<file path="config.mk">
export PLATFORM = sky130hd
export DESIGN_NAME = psc_core
export DESIGN_NICKNAME = d
export VERILOG_FILES = /design/src/include/psc_pkg.sv /design/src/rtl/psc_core.sv
export SDC_FILE = /design/constraint.sdc
export NUM_CORES = 1
export LEC_CHECK = 0
export BUFFER_PORTS_ARGS = -buffer_cell sky130_fd_sc_hd__buf_2
export CAP_MARGIN = 20
export CELL_PAD_IN_SITES_DETAIL_PLACEMENT = 0
export CELL_PAD_IN_SITES_GLOBAL_PLACEMENT = 2
export CORE_MARGIN = 1.5
export CORE_UTILIZATION = 37
export DETAILED_ROUTE_END_ITERATION = 6
export PLACE_DENSITY = 0.77
export SYNTH_ARGS = -nofsm -noshare
export SYNTH_HDL_FRONTEND = slang
export SYNTH_SLANG_ARGS = --single-unit
</file>
<file path="constraint.sdc">
create_clock -name clk_i -period 4.1 [get_ports clk_i]
set_input_delay 0 -clock clk_i [delete_from_list [all_inputs] [get_ports clk_i]]
set_output_delay 0 -clock clk_i [all_outputs]
set_load 0.02 [all_outputs]
</file>
<file path="src/include/psc_pkg.sv">
// Constants for the synthesizer serial control block.
// Assumes one 20 MHz system clock.
package psc_pkg;
  // ----------------------------------------
  // Serial word and latch selection
  // ----------------------------------------
  localparam int        SR_W    = 24;
  localparam logic [1:0] SEL_CTL = 2'h0;
  localparam logic [1:0] SEL_REF = 2'h1;
  localparam logic [1:0] SEL_FB  = 2'h2;
  localparam logic [1:0] SEL_TST = 2'h3;
  localparam logic [23:0] WORD_RST = 24'h00_0000;
  // ----------------------------------------
  // Field positions
  // ----------------------------------------
  localparam int CTL_PRE   = 22; // 2 bits
  localparam int CTL_LVL   = 12; // 2 bits
  localparam int CTL_MUTE_UNTIL_LOCK  = 11;
  localparam int CTL_MUX   = 5;  // 3 bits
  localparam int CTL_CR    = 4;
  localparam int CTL_CORE  = 2;  // 2 bits
  localparam int FB_HSEL   = 23;
  localparam int FB_HALF   = 22;
  localparam int FB_B      = 8;  // 13 bits
  localparam int FB_A      = 2;  // 5 bits
  localparam int REF_BSC   = 20; // 2 bits
  localparam int REF_LDP   = 18;
  localparam int REF_ABP   = 16; // 2 bits
  localparam int REF_R     = 2;  // 14 bits
  // ----------------------------------------
  // Timing
  // ----------------------------------------
  localparam int CLK_NS    = 50;
  localparam int LOCK_NS   = 15;
  localparam int UNLOCK_NS = 25;
  localparam logic [3:0] LOCK_CYC =
    4'((LOCK_NS / CLK_NS) < 1 ? 1 : LOCK_NS / CLK_NS);
  localparam logic [3:0] UNLOCK_CYC =
    4'((UNLOCK_NS / CLK_NS) < 1 ? 1 : UNLOCK_NS / CLK_NS);
  localparam logic [2:0] LOCK_N_LO = 3'h3;
  localparam logic [2:0] LOCK_N_HI = 3'h5;
  localparam logic [2:0] BAND_TICKS = 3'h5;
  localparam logic [2:0] BAND_MID  = 3'h4;
  typedef enum logic [1:0] {
    BS_IDLE = 2'b00,
    BS_RUN  = 2'b01,
    BS_END  = 2'b11
  } psc_band_e;
endpackage

</file>
<file path="src/rtl/psc_core.sv">
// Serial control, dividers, lock detect and band select.
// Assumes all pin inputs are asynchronous to clk_i and slower than it.
`timescale 1ns/100ps
module psc_core (
  input  wire logic       clk_i,
  input  wire logic       sys_rst_i,
  input  wire logic       sclk_i,
  input  wire logic       sdata_i,
  input  wire logic       load_strobe_i,
  input  wire logic       chip_en_i,
  input  wire logic       ref_in_i,
  input  wire logic       fb_in_i,
  output logic [1:0]      prescaler_sel_o,
  output logic [1:0]      antibacklash_o,
  output logic [1:0]      core_current_o,
  output logic [1:0]      output_level_o,
  output logic            halve_output_o,
  output logic            halving_select_o,
  output logic            output_on_o,
  output logic            cp_tristate_o,
  output logic            lock_o,
  output logic            tuning_voltage_sel_o,
  output logic [2:0]      band_o,
  output logic            test_mux_output_o,
  output logic            test_mux_output_oe_o
);
  // ----------------------------------------
  // Pin synchronisers
  // ----------------------------------------
  logic [5:0] s1_ff, s2_ff, s3_ff;
  logic       sclk_r, load_r, ref_r, fb_r, sdata_s, ce_s;
  always_ff @(posedge clk_i or posedge sys_rst_i) begin
    if (sys_rst_i) begin
      s1_ff <= 6'h00;
      s2_ff <= 6'h00;
      s3_ff <= 6'h00;
    end else begin
      s1_ff <= {fb_in_i, ref_in_i, chip_en_i, load_strobe_i, sdata_i, sclk_i};
      s2_ff <= s1_ff;
      s3_ff <= s2_ff;
    end
  end
  assign sclk_r  = s2_ff[0] & ~s3_ff[0];
  assign sdata_s = s2_ff[1];
  assign load_r  = s2_ff[2] & ~s3_ff[2];
  assign ce_s    = s2_ff[3];
  assign ref_r   = s2_ff[4] & ~s3_ff[4];
  assign fb_r    = s2_ff[5] & ~s3_ff[5];
  // ----------------------------------------
  // Shift register and latches
  // ----------------------------------------
  logic [23:0] sr_ff, ctl_ff, ref_ff, fbw_ff, tst_ff;
  always_ff @(posedge clk_i or posedge sys_rst_i) begin
    if (sys_rst_i) sr_ff <= psc_pkg::WORD_RST;
    else if (sclk_r) sr_ff <= {sr_ff[22:0], sdata_s};
  end
  always_ff @(posedge clk_i or posedge sys_rst_i) begin
    if (sys_rst_i) begin
      ctl_ff <= psc_pkg::WORD_RST;
      ref_ff <= psc_pkg::WORD_RST;
      fbw_ff <= psc_pkg::WORD_RST;
      tst_ff <= psc_pkg::WORD_RST;
    end else if (load_r) begin
      case (sr_ff[1:0])
        psc_pkg::SEL_CTL: ctl_ff <= sr_ff;
        psc_pkg::SEL_REF: ref_ff <= sr_ff;
        psc_pkg::SEL_FB:  fbw_ff <= sr_ff;
        default:          tst_ff <= sr_ff;
      endcase
    end
  end
  wire fb_wr = load_r && (sr_ff[1:0] == psc_pkg::SEL_FB);
  wire cnt_rst = ctl_ff[psc_pkg::CTL_CR] | ~ce_s;
  // ----------------------------------------
  // Reference counter and band clock
  // ----------------------------------------
  logic [13:0] r_cnt_ff;
  logic [2:0]  bd_cnt_ff;
  logic        rp_ff;
  wire  [13:0] r_div = ref_ff[psc_pkg::REF_R +: 14];
  wire  [2:0]  bd_max = 3'((4'h1 << ref_ff[psc_pkg::REF_BSC +: 2]) - 4'h1);
  always_ff @(posedge clk_i or posedge sys_rst_i) begin
    if (sys_rst_i) begin
      r_cnt_ff <= 14'h0000;
      rp_ff    <= 1'b0;
    end else begin
      rp_ff <= 1'b0;
      if (cnt_rst) r_cnt_ff <= 14'h0000;
      else if (ref_r) begin
        if (r_cnt_ff + 14'h0001 >= r_div) begin
          r_cnt_ff <= 14'h0000;
          rp_ff    <= 1'b1;
        end else begin
          r_cnt_ff <= r_cnt_ff + 14'h0001;
        end
      end
    end
  end
  always_ff @(posedge clk_i or posedge sys_rst_i) begin
    if (sys_rst_i) bd_cnt_ff <= 3'h0;
    else if (rp_ff) bd_cnt_ff <= (bd_cnt_ff >= bd_max) ? 3'h0 : bd_cnt_ff + 3'h1;
  end
  wire band_tick = rp_ff && (bd_cnt_ff >= bd_max);
  // ----------------------------------------
  // Prescaler with A and B counters
  // ----------------------------------------
  function automatic logic [5:0] pmod(input logic [1:0] sel);
    pmod = (sel == 2'h0) ? 6'h08 : (sel == 2'h1) ? 6'h10 : 6'h20;
  endfunction
  logic [5:0]  pre_ff;
  logic [12:0] b_ff;
  logic [4:0]  a_ff;
  logic        np_ff;
  wire  [12:0] b_ld = fbw_ff[psc_pkg::FB_B +: 13];
  wire  [4:0]  a_ld = fbw_ff[psc_pkg::FB_A +: 5];
  wire  [5:0]  p_now = pmod(ctl_ff[psc_pkg::CTL_PRE +: 2]) + {5'h00, a_ff != 5'h00};
  always_ff @(posedge clk_i or posedge sys_rst_i) begin
    if (sys_rst_i) begin
      pre_ff <= 6'h00;
      b_ff   <= 13'h0000;
      a_ff   <= 5'h00;
      np_ff  <= 1'b0;
    end else if (cnt_rst || fb_wr) begin
      pre_ff <= 6'h00;
      b_ff   <= b_ld;
      a_ff   <= a_ld;
      np_ff  <= 1'b0;
    end else begin
      np_ff <= 1'b0;
      if (fb_r) begin
        if (pre_ff + 6'h01 >= p_now) begin
          pre_ff <= 6'h00;
          if (b_ff <= 13'h0001) begin
            b_ff  <= b_ld;
            a_ff  <= a_ld;
            np_ff <= 1'b1;
          end else begin
            b_ff <= b_ff - 13'h0001;
            if (a_ff != 5'h00) a_ff <= a_ff - 5'h01;
          end
        end else begin
          pre_ff <= pre_ff + 6'h01;
        end
      end
    end
  end
  // ----------------------------------------
  // Phase error measure and lock detect
  // ----------------------------------------
  logic       rs_ff, ns_ff, lock_ff;
  logic [3:0] err_ff;
  logic [2:0] good_ff;
  wire pd_done = (rp_ff && np_ff) || (rp_ff && ns_ff) || (np_ff && rs_ff);
  wire [3:0] err = (rp_ff && np_ff) ? 4'h0 : err_ff;
  wire [2:0] need = ref_ff[psc_pkg::REF_LDP] ? psc_pkg::LOCK_N_HI : psc_pkg::LOCK_N_LO;
  always_ff @(posedge clk_i or posedge sys_rst_i) begin
    if (sys_rst_i) begin
      rs_ff  <= 1'b0;
      ns_ff  <= 1'b0;
      err_ff <= 4'h0;
    end else if (pd_done || cnt_rst) begin
      rs_ff  <= 1'b0;
      ns_ff  <= 1'b0;
      err_ff <= 4'h0;
    end else begin
      rs_ff <= rs_ff | rp_ff;
      ns_ff <= ns_ff | np_ff;
      if ((rs_ff || ns_ff || rp_ff || np_ff) && err_ff != 4'hf) err_ff <= err_ff + 4'h1;
    end
  end
  always_ff @(posedge clk_i or posedge sys_rst_i) begin
    if (sys_rst_i) begin
      good_ff <= 3'h0;
      lock_ff <= 1'b0;
    end else if (pd_done) begin
      if (err < psc_pkg::LOCK_CYC) begin
        if (good_ff + 3'h1 >= need) lock_ff <= 1'b1;
        if (good_ff != 3'h7) good_ff <= good_ff + 3'h1;
      end else begin
        good_ff <= 3'h0;
      end
      if (err > psc_pkg::UNLOCK_CYC) lock_ff <= 1'b0;
    end
  end
  // ----------------------------------------
  // Automatic band selection
  // ----------------------------------------
  psc_pkg::psc_band_e bs_ff;
  logic [2:0] bt_ff, band_ff, bit_ff;
  logic [3:0] nct_ff;
  always_ff @(posedge clk_i or posedge sys_rst_i) begin
    if (sys_rst_i) begin
      bs_ff <= psc_pkg::BS_RUN;
      bt_ff <= 3'h0;
    end else if (fb_wr) begin
      bs_ff <= psc_pkg::BS_RUN;
      bt_ff <= 3'h0;
    end else begin
      case (bs_ff)
        psc_pkg::BS_RUN: if (band_tick) begin
          bt_ff <= bt_ff + 3'h1;
          if (bt_ff + 3'h1 >= psc_pkg::BAND_TICKS) bs_ff <= psc_pkg::BS_END;
        end
        default: bs_ff <= psc_pkg::BS_IDLE;
      endcase
    end
  end
  // Binary search: too many feedback pulses per tick means band too high
  always_ff @(posedge clk_i or posedge sys_rst_i) begin
    if (sys_rst_i) begin
      band_ff <= psc_pkg::BAND_MID;
      bit_ff  <= psc_pkg::BAND_MID;
      nct_ff  <= 4'h0;
    end else if (fb_wr) begin
      band_ff <= psc_pkg::BAND_MID;
      bit_ff  <= psc_pkg::BAND_MID;
      nct_ff  <= 4'h0;
    end else if (bs_ff == psc_pkg::BS_RUN) begin
      if (band_tick) begin
        nct_ff <= 4'h0;
        if (bt_ff != 3'h0 && bit_ff != 3'h0) begin
          band_ff <= (nct_ff > 4'h1) ? (band_ff & ~bit_ff) | (bit_ff >> 1)
                                     : band_ff | (bit_ff >> 1);
          bit_ff  <= bit_ff >> 1;
        end
      end else if (np_ff && nct_ff != 4'hf) nct_ff <= nct_ff + 4'h1;
    end
  end
  // ----------------------------------------
  // Outputs
  // ----------------------------------------
  logic mux_ff, mux_oe_ff;
  always_ff @(posedge clk_i or posedge sys_rst_i) begin
    if (sys_rst_i) begin
      mux_ff    <= 1'b0;
      mux_oe_ff <= 1'b0;
    end else begin
      mux_oe_ff <= 1'b1;
      mux_ff    <= 1'b0;
      case (ctl_ff[psc_pkg::CTL_MUX +: 3])
        3'h0: mux_oe_ff <= 1'b0;
        3'h1: mux_ff <= lock_ff;
        3'h2: mux_ff <= np_ff;
        3'h3: mux_ff <= 1'b1;
        3'h4: mux_ff <= rp_ff;
        3'h5: mux_oe_ff <= ~lock_ff; // Open drain, low while unlocked
        3'h6: mux_ff <= sr_ff[23];
        default: mux_ff <= 1'b0;
      endcase
    end
  end
  assign test_mux_output_o    = mux_ff;
  assign test_mux_output_oe_o = mux_oe_ff;
  assign prescaler_sel_o  = ctl_ff[psc_pkg::CTL_PRE +: 2];
  assign antibacklash_o   = ref_ff[psc_pkg::REF_ABP +: 2];
  assign core_current_o   = ctl_ff[psc_pkg::CTL_CORE +: 2];
  assign output_level_o   = ctl_ff[psc_pkg::CTL_LVL +: 2];
  assign halve_output_o   = fbw_ff[psc_pkg::FB_HALF];
  assign halving_select_o = fbw_ff[psc_pkg::FB_HSEL];
  assign output_on_o = ce_s & ~(ctl_ff[psc_pkg::CTL_MUTE_UNTIL_LOCK] & ~lock_ff);
  assign cp_tristate_o = ~ce_s;
  assign lock_o = lock_ff;
  assign tuning_voltage_sel_o = (bs_ff == psc_pkg::BS_RUN);
  assign band_o = band_ff;
endmodule

</file>
==> run metrics, run 1 <==
status complete, no violations; Synth Net Count 811; DP Wirelength 10800 µm; # rows 52; first-pass GRT wire length 26900 µm; Synth Area in Adders 0.0637; critical path's slowest cell nor4b_1; max incr delay on CP 600 ps; die area 21600 µm²; Worst Path Required 4410 ps; number of buffers created by CTS 17; antenna violations before repair 0; Combinational Power Share 0.248; Clk network pwr share 0.313; Top delay family on crit path simple AND/OR/NAND/NOR gates; Peak Freq 302 MHz; register area share after synthesis 0.523; Mapped Area 7660 µm²; relative slew slack 0.377; H-tree levels 4; Crit path buffers/inverters 3; Clock Latency Late Sink 420 ps; main combinational cell family by area after synthesis simple AND/OR/NAND/NOR gates; Final Hold Vio Count 0; crit share post-route 0.807; detail-routed via count per cell 4.93; first-pass iteration count of the detailed router 4; Initial Utilization 0.377; Post-Synth Simple-Gate Area 0.172; kind of critical path reg2reg; Iteration-0 DRC Markers 263; worst slew pin tran 930 ps; minimum clock period 3310 ps; Post-Synth XOR/XNOR Area 0.0206; final wirelength 15600 µm; Finish-stage setup viols 0; Critical Path, Cell by Cell inv_1 > ha_1 > nor4b_1 > inv_1 > ha_1 > nor4b_1 > a31oi_1 > o21ai_2 > a31o_1 > buf_4 > nor2_1 > o22a_1; max cap viols 0; Die Width 147 µm; Yosys cell types 61; CTS tree yes; nets@finish 833; Min-Delay Path Class in2reg; unrepaired setup endpoints after global routing no; startpoint types flip-flop; Setup TNS Final 0 ps; clock transition at the registers of the reported paths 60 ps; Top FF cell, synth dfrtp_1; Int Pwr 3.31 mW; Worst IR Drop VDD 318 µV; GP Congestion 0.801; cts hold-fix bufs 7; pwr dens 574 nW/µm²; Syn. warnings 0; Critical Path End Type flip-flop; largest net degree at the start of global routing 161; Buffers on Ports 26; flops & latches, synth 160; remaining global-route overflow 0; Tot Pwr 4.98 mW; Leak Pwr 4.10 nW; # Post-CTS Setup Buffers 0; Die Y 147 µm; GRT Resource Usage Total 0.157; io pins 27; Mapped Avg Cell Area 10.0 µm²; CP Data Arrival Time 3610 ps; Max clock buf depth 2; sequential power share 0.438; Post-synth EDFFs 0; drt wl/cell 14.6 µm; DRC viols 0; core area 20300 µm²; Reg2Reg Setup Slack 790 ps; Root Driver clkbuf_16; Switching Share 0.334; Gate Count Post-Synth 764; Sink Count 160; Area growth, synth to finish 13.2%; vias in the first global route 5382; mux share of post-synthesis cell area 0.0599; share of cells above drive strength 1 0.153; Via Count 5274; Max Slew Vio Count 0; Fin Clk Skew 5.68 ps; ys async rst share 1.00; ANT cells 0; CP max FO 36; Compound-Gate Fraction of Synth Area 0.116; ANT nets after route 0; CTS resizes 0; sw power 1.66 mW
cells in the final DEF (no fill, tap or decap), types with 4 or more instances in the layout:
cell type | netlist | routed
nor3_1 | 15 | 15
nand2b_1 | 20 | 20
or3_1 | 7 | 7
o21ai_0 | 47 | 47
a21oi_1 | 42 | 42
inv_1 | 39 | 38
clkbuf_16 | 0 | 17
a21o_1 | 9 | 9
and3_1 | 5 | 5
ha_1 | 39 | 39
o21ai_1 | 11 | 11
buf_2 | 5 | 26
xnor2_1 | 12 | 12
mux2_2 | 39 | 39
nor2_1 | 52 | 52
xor2_1 | 6 | 6
nand2_1 | 132 | 132
dlygate4sd3_1 | 0 | 7
nor2b_1 | 4 | 4
nor4b_1 | 5 | 4
or2_2 | 7 | 7
o22ai_1 | 5 | 5
a32oi_1 | 4 | 4
dfrtp_1 | 157 | 157
clkinvlp_4 | 0 | 6
buf_4 | 9 | 5
nand3_1 | 17 | 17
nand4_1 | 8 | 8
power by group through the flow:
stage	sequential (mW)	clock, mW	combinational (mW)
6_report	2.18	1.56	1.24
5_1_grt	2.24	1.67	1.43
4_1_cts	2.19	1.60	1.25
3_5_place_dp	2.21	0	1.24
3_3_place_gp	2.20	0	1.20
2_1_floorplan	2.13	0	1.02
area by class of cell:
| type | count | area (µm²) |
|---|---|---|
| fillers | 1962 | 11600 |
| flip-flops and latches | 160 | 4010 |
| multi-input cells | 528 | 3330 |
| clock buffers | 19 | 443 |
| well taps | 270 | 338 |
| repair buffers | 40 | 273 |
| inverters | 39 | 150 |
| clock inverters | 13 | 139 |
cells in the mapped netlist (all sizes together), types with 2 or more instances:
master / number / share of area
a32oi: 4 / 0.0046
nor2: 53 / 0.027
nor3: 16 / 0.011
a311oi: 2 / 0.0023
a21o: 9 / 0.0088
nand2: 132 / 0.065
ha: 39 / 0.064
a21oi: 42 / 0.027
or3: 8 / 0.0072
nor2b: 4 / 0.0033
o211ai: 2 / 0.0020
inv: 39 / 0.019
or2: 7 / 0.0057
buf: 17 / 0.016
nor4b: 5 / 0.0057
nand4: 8 / 0.0065
nor4: 2 / 0.0016
o21ai: 60 / 0.041
a2111oi: 2 / 0.0031
xor2: 6 / 0.0069
o21a: 3 / 0.0029
nand2b: 20 / 0.016
xnor2: 12 / 0.014
dfrtp: 157 / 0.51
a22o: 2 / 0.0023
a211oi: 2 / 0.0020
and3: 5 / 0.0041
o22ai: 5 / 0.0041
dfstp: 3 / 0.010
mux2i: 2 / 0.0026
nand3: 17 / 0.011
mux2: 39 / 0.057
clkbuf: 20 / 0.010
a31oi: 3 / 0.0024
worst register-to-register path: cells and delay by family (launching register included):
kind / cells / cell delay (ps)
AOI/OAI and AO/OA: 4 / 770
buffers and inverters: 3 / 580
adders and majority gates: 2 / 460
and+or+nand+nor: 3 / 1000
DFF: 1 / 380
registers in the layout, summed over array words and instances (netlist names), 5 cells and up:
register / flops
a_ff: 5
r_cnt_ff: 14
s1_ff: 6
b_ff: 13
s2_ff: 6
sr_ff: 24
fbw_ff: 20
pre_ff: 6
ctl_ff: 11
ref_ff: 19
path summary, 6_finish.rpt:
| path | depth (start not counted) | end | startpoint |
|---|---|---|---|
| max | 12 | b_ff[12] | a_ff[0] |
| min | 2 | s1_ff[3] | chip_en_i |
| max reg2reg | 12 | b_ff[12] | a_ff[0] |
| min reg2reg | 0 | s2_ff[0] | s1_ff[0] |
| max in group asynchronous | 4 | ref_ff[18] | sys_rst_i |
| min in group asynchronous | 4 | s2_ff[0] | sys_rst_i |
cell families (layout without fill, tap and decap cells):
family / count (synthesis) / after routing
xor gates and xnor gates: 18 / 18
AOI/OAI and AO/OA: 147 / 147
buffers and inverters: 76 / 111
DFF: 160 / 160
and+or+nand+nor: 283 / 283
adders and majority gates: 39 / 39
muxes: 41 / 41
metal layers:
| metal | global-route usage | wire [µm] | up-vias |
|---|---|---|---|
| met3 | 0.0267 | 258 | 12 |
| met1 | 0.219 | 7880 | 2555 |
| met2 | 0.248 | 7270 | 43 |
| li1 | - | - | 2664 |
| met5 | 0 | 0 | - |
| met4 | 0.0545 | 218 | 0 |
stage by stage:
stage | std cells | hold slack [ps] | instance area [µm²] | worst slack [ps] | utilization
2_1_floorplan | 764 | 31.4 | 7670 | 1260 | -
3_3_place_gp | 1029 | 109 | 8010 | 950 | 0.395
3_5_place_dp | 1029 | 110 | 8010 | 815 | 0.395
4_1_cts | 1068 | 192 | 8660 | 787 | 0.427
5_1_grt | 1069 | 201 | 8680 | 402 | 0.427
6_report | 1069 | 221 | 8680 | 793 | 0.427
No activity file was read; power rests on OpenSTA's default activity.
==> inputs of run 2 (changes only) <==
--- a/config.mk
+++ b/config.mk
@@ -5,14 +5,15 @@
 export SDC_FILE = /design/constraint.sdc
 export NUM_CORES = 1
 export LEC_CHECK = 0
+export ABC_AREA = 1
 export BUFFER_PORTS_ARGS = -buffer_cell sky130_fd_sc_hd__buf_2
 export CAP_MARGIN = 20
 export CELL_PAD_IN_SITES_DETAIL_PLACEMENT = 0
 export CELL_PAD_IN_SITES_GLOBAL_PLACEMENT = 2
 export CORE_MARGIN = 1.5
-export CORE_UTILIZATION = 37
+export CORE_UTILIZATION = 34
 export DETAILED_ROUTE_END_ITERATION = 6
-export PLACE_DENSITY = 0.77
+export PLACE_DENSITY = 0.76
 export SYNTH_ARGS = -nofsm -noshare
 export SYNTH_HDL_FRONTEND = slang
 export SYNTH_SLANG_ARGS = --single-unit
==> constraint.sdc (replaced) <==
create_clock -name clk_i -period 2.7 [get_ports clk_i]
set_input_delay 0 -clock clk_i [delete_from_list [all_inputs] [get_ports clk_i]]
set_output_delay 0 -clock clk_i [all_outputs]
set_load 0.02 [all_outputs]
==> run 2 against run 1 <==
Via count rose by 15%. Register-to-register slack lost 480 ps. Synthesized cell count is 32% higher. Worst hold slack lost 25 ps. Power up 65%. Non-clock buffer count grew 6. Setup slack got worse by 480 ps. Critical endpoint is now r_cnt_ff[10].
==> run metrics, run 2 <==
most flop-heavy register sr_ff; top cell type's share of synthesized area 0.483; Area growth, synth to finish 14.4%; Fin Clk Skew 11.7 ps; Leak Pwr 4.74 nW; Sink Count 160; CP Data Arrival Time 2760 ps; Synth top cells by count nand2_1, dfrtp_1, inv_1; Mapped Area 8130 µm²; Worst Path Required 3060 ps; dominant cell by count in the synthesized netlist nand2_1; pwr dens 882 nW/µm²; drt wl/cell 12.8 µm; unrepaired setup endpoints after global routing no; status complete, no violations; die area 24900 µm²; grt met2 use 0.245; max cap viols 0; Max clock buf depth 2; final wirelength 17600 µm; DRC viols 0; GRT Resource Usage Total 0.157; Iteration-0 DRC Markers 311; startpoint types flip-flop; CP max FO 14; Post-synth EDFFs 0; share of cells above drive strength 1 0.111; routing usage on met3 0.0342; ANT nets after route 0; first-pass GRT wire length 30500 µm; Via Count 6069; crit share post-route 0.886; ys async rst share 1.00; DP Wirelength 12500 µm; synth top area cells dfrtp_1, nand2_1, inv_1; max reg flops 24; Buffers on Ports 26; Die Width 158 µm; Initial Utilization 0.347; Root Driver clkbuf_16; Top FF cell, synth dfrtp_1; Final Hold Vio Count 0; Max Slew Vio Count 0; ANT cells 0; relative slew slack 0.497; finished layout cell area 9300 µm²; most common cell after layout, fill and taps aside nand2_1; # rows 56; Synth Net Count 1054; worst slew pin tran 752 ps; Setup TNS Final 0 ps; kind of critical path reg2reg; most frequent cells in the layout nand2_1, dfrtp_1, inv_1, o21ai_0, nor2_1; Peak Freq 418 MHz; top flop regs sr_ff (24), fbw_ff (20), ref_ff (19); Finish-stage setup viols 0; detail-routed via count per cell 4.42; number of buffers created by CTS 17; Critical Path End Type flip-flop; Worst IR Drop VDD 349 µV; Min-Delay Path Class in2async; vias in the first global route 5885; core area 23500 µm²; antenna violations before repair 0; register area share after synthesis 0.493; Syn. warnings 0; placed cell area 8600 µm²; GP Congestion 0.767; Synth area leader dfrtp_1; minimum clock period 2390 ps; clock transition at the registers of the reported paths 70 ps; Die Y 158 µm; first-pass iteration count of the detailed router 4; Clock Latency Late Sink 430 ps; nets@finish 1089; CTS tree yes; GRT met1 Usage 0.220; Yosys cell types 39; Gate Count Post-Synth 1007; Mapped Avg Cell Area 8.08 µm²; Tot Pwr 8.21 mW; H-tree levels 4; largest net degree at the start of global routing 71; remaining global-route overflow 0; most used routing layer met2; flops & latches, synth 160; io pins 27
run 2: changes by cell type in the layout (fill, tap and decap cells not counted), sizes merged, moves of 6 or more:
| cell | change |
|---|---|
| nor3 | -10 |
| inv | +118 |
| o21ai | +39 |
| xnor2 | -8 |
| a21o | -9 |
| nand3 | +42 |
| buf | +6 |
| or3 | -8 |
| a21oi | -21 |
| mux2 | -39 |
| nor2 | +23 |
| nand2b | -20 |
| xor2 | +9 |
| nand2 | +192 |
run 2: worst paths after layout:
| kind | from | endpoint | slack [ps] | cells past startpoint |
|---|---|---|---|---|
| worst max-delay path | r_cnt_ff[0] | r_cnt_ff[10] | 310 | 17 |
| worst min-delay path | sys_rst_i | pre_ff[4] | 200 | 3 |
| worst max register to register | r_cnt_ff[0] | r_cnt_ff[10] | 310 | 17 |
| worst min register to register | s1_ff[0] | s2_ff[0] | 350 | 0 |
| max in group asynchronous | sys_rst_i | sr_ff[11] | 1720 | 4 |
| min in group clk_i | sclk_i | s1_ff[0] | 210 | 2 |
run 2: final cells by class:
| cell class | instances | area (µm²) |
|---|---|---|
| flip-flops and latches | 160 | 4010 |
| multi-input cells | 668 | 3400 |
| well taps | 319 | 399 |
| fillers | 2449 | 14200 |
| clock inverters | 14 | 165 |
| repair buffers | 46 | 327 |
| clock buffers | 18 | 439 |
| inverters | 149 | 563 |
run 2: kinds of logic after synthesis:
| group | count (synthesis) | share of synthesized area |
|---|---|---|
| and+or+nand+nor | 484 | 0.257 |
| buffers and inverters | 179 | 0.0898 |
| DFF | 160 | 0.493 |
| AOI/OAI and AO/OA | 126 | 0.0798 |
| adders and majority gates | 39 | 0.0600 |
| xor gates and xnor gates | 19 | 0.0205 |
run 2: through the flow:
step                       util  hold WS, ps  instances  worst slack (ps)
after floorplan               -         31.4       1007               432
after CTS                 0.395          183       1371               195
after global placement    0.366          106       1332               265
final                     0.396          196       1374               308
after global routing      0.396          191       1374              7.60
after detailed placement  0.366          111       1332               219
run 2: report_power, final:
group / leakage [nW] / switching (mW) / internal [mW] / total, mW
Combinational: 2.33 / 1.57 / 0.860 / 2.43
Clock: 0.302 / 1.11 / 1.42 / 2.54
Sequential: 2.12 / 0.368 / 2.87 / 3.23
run 2: critical path, stage by stage, from the launching register on:
cell	delay, ps
dfrtp_1	400
ha_1	190
nand2_1	80
inv_1	100
nand2_1	70
nor2_2	150
nand3_1	90
nand2_1	60
nand2_1	100
ha_1	290
nand2_1	80
nor2_1	50
a21oi_1	130
nand2_1	80
nor2_1	120
buf_6	180
nand3_1	90
nand2_1	60
run 2: per-layer routing:
layer  vias to the layer above  share of wire
met1                      2811           0.53
met2                        37           0.45
li1                       3214              -
met3                         7          0.018
met5                         -              0
met4                         0         0.0076
run 2: timing repair:
item,in CTS,in global routing
endpoints found under the hold margin,27,0
resized for setup,0,4
setup endpoints to repair,0,14
setup buffers,0,3
hold buffers,7,0
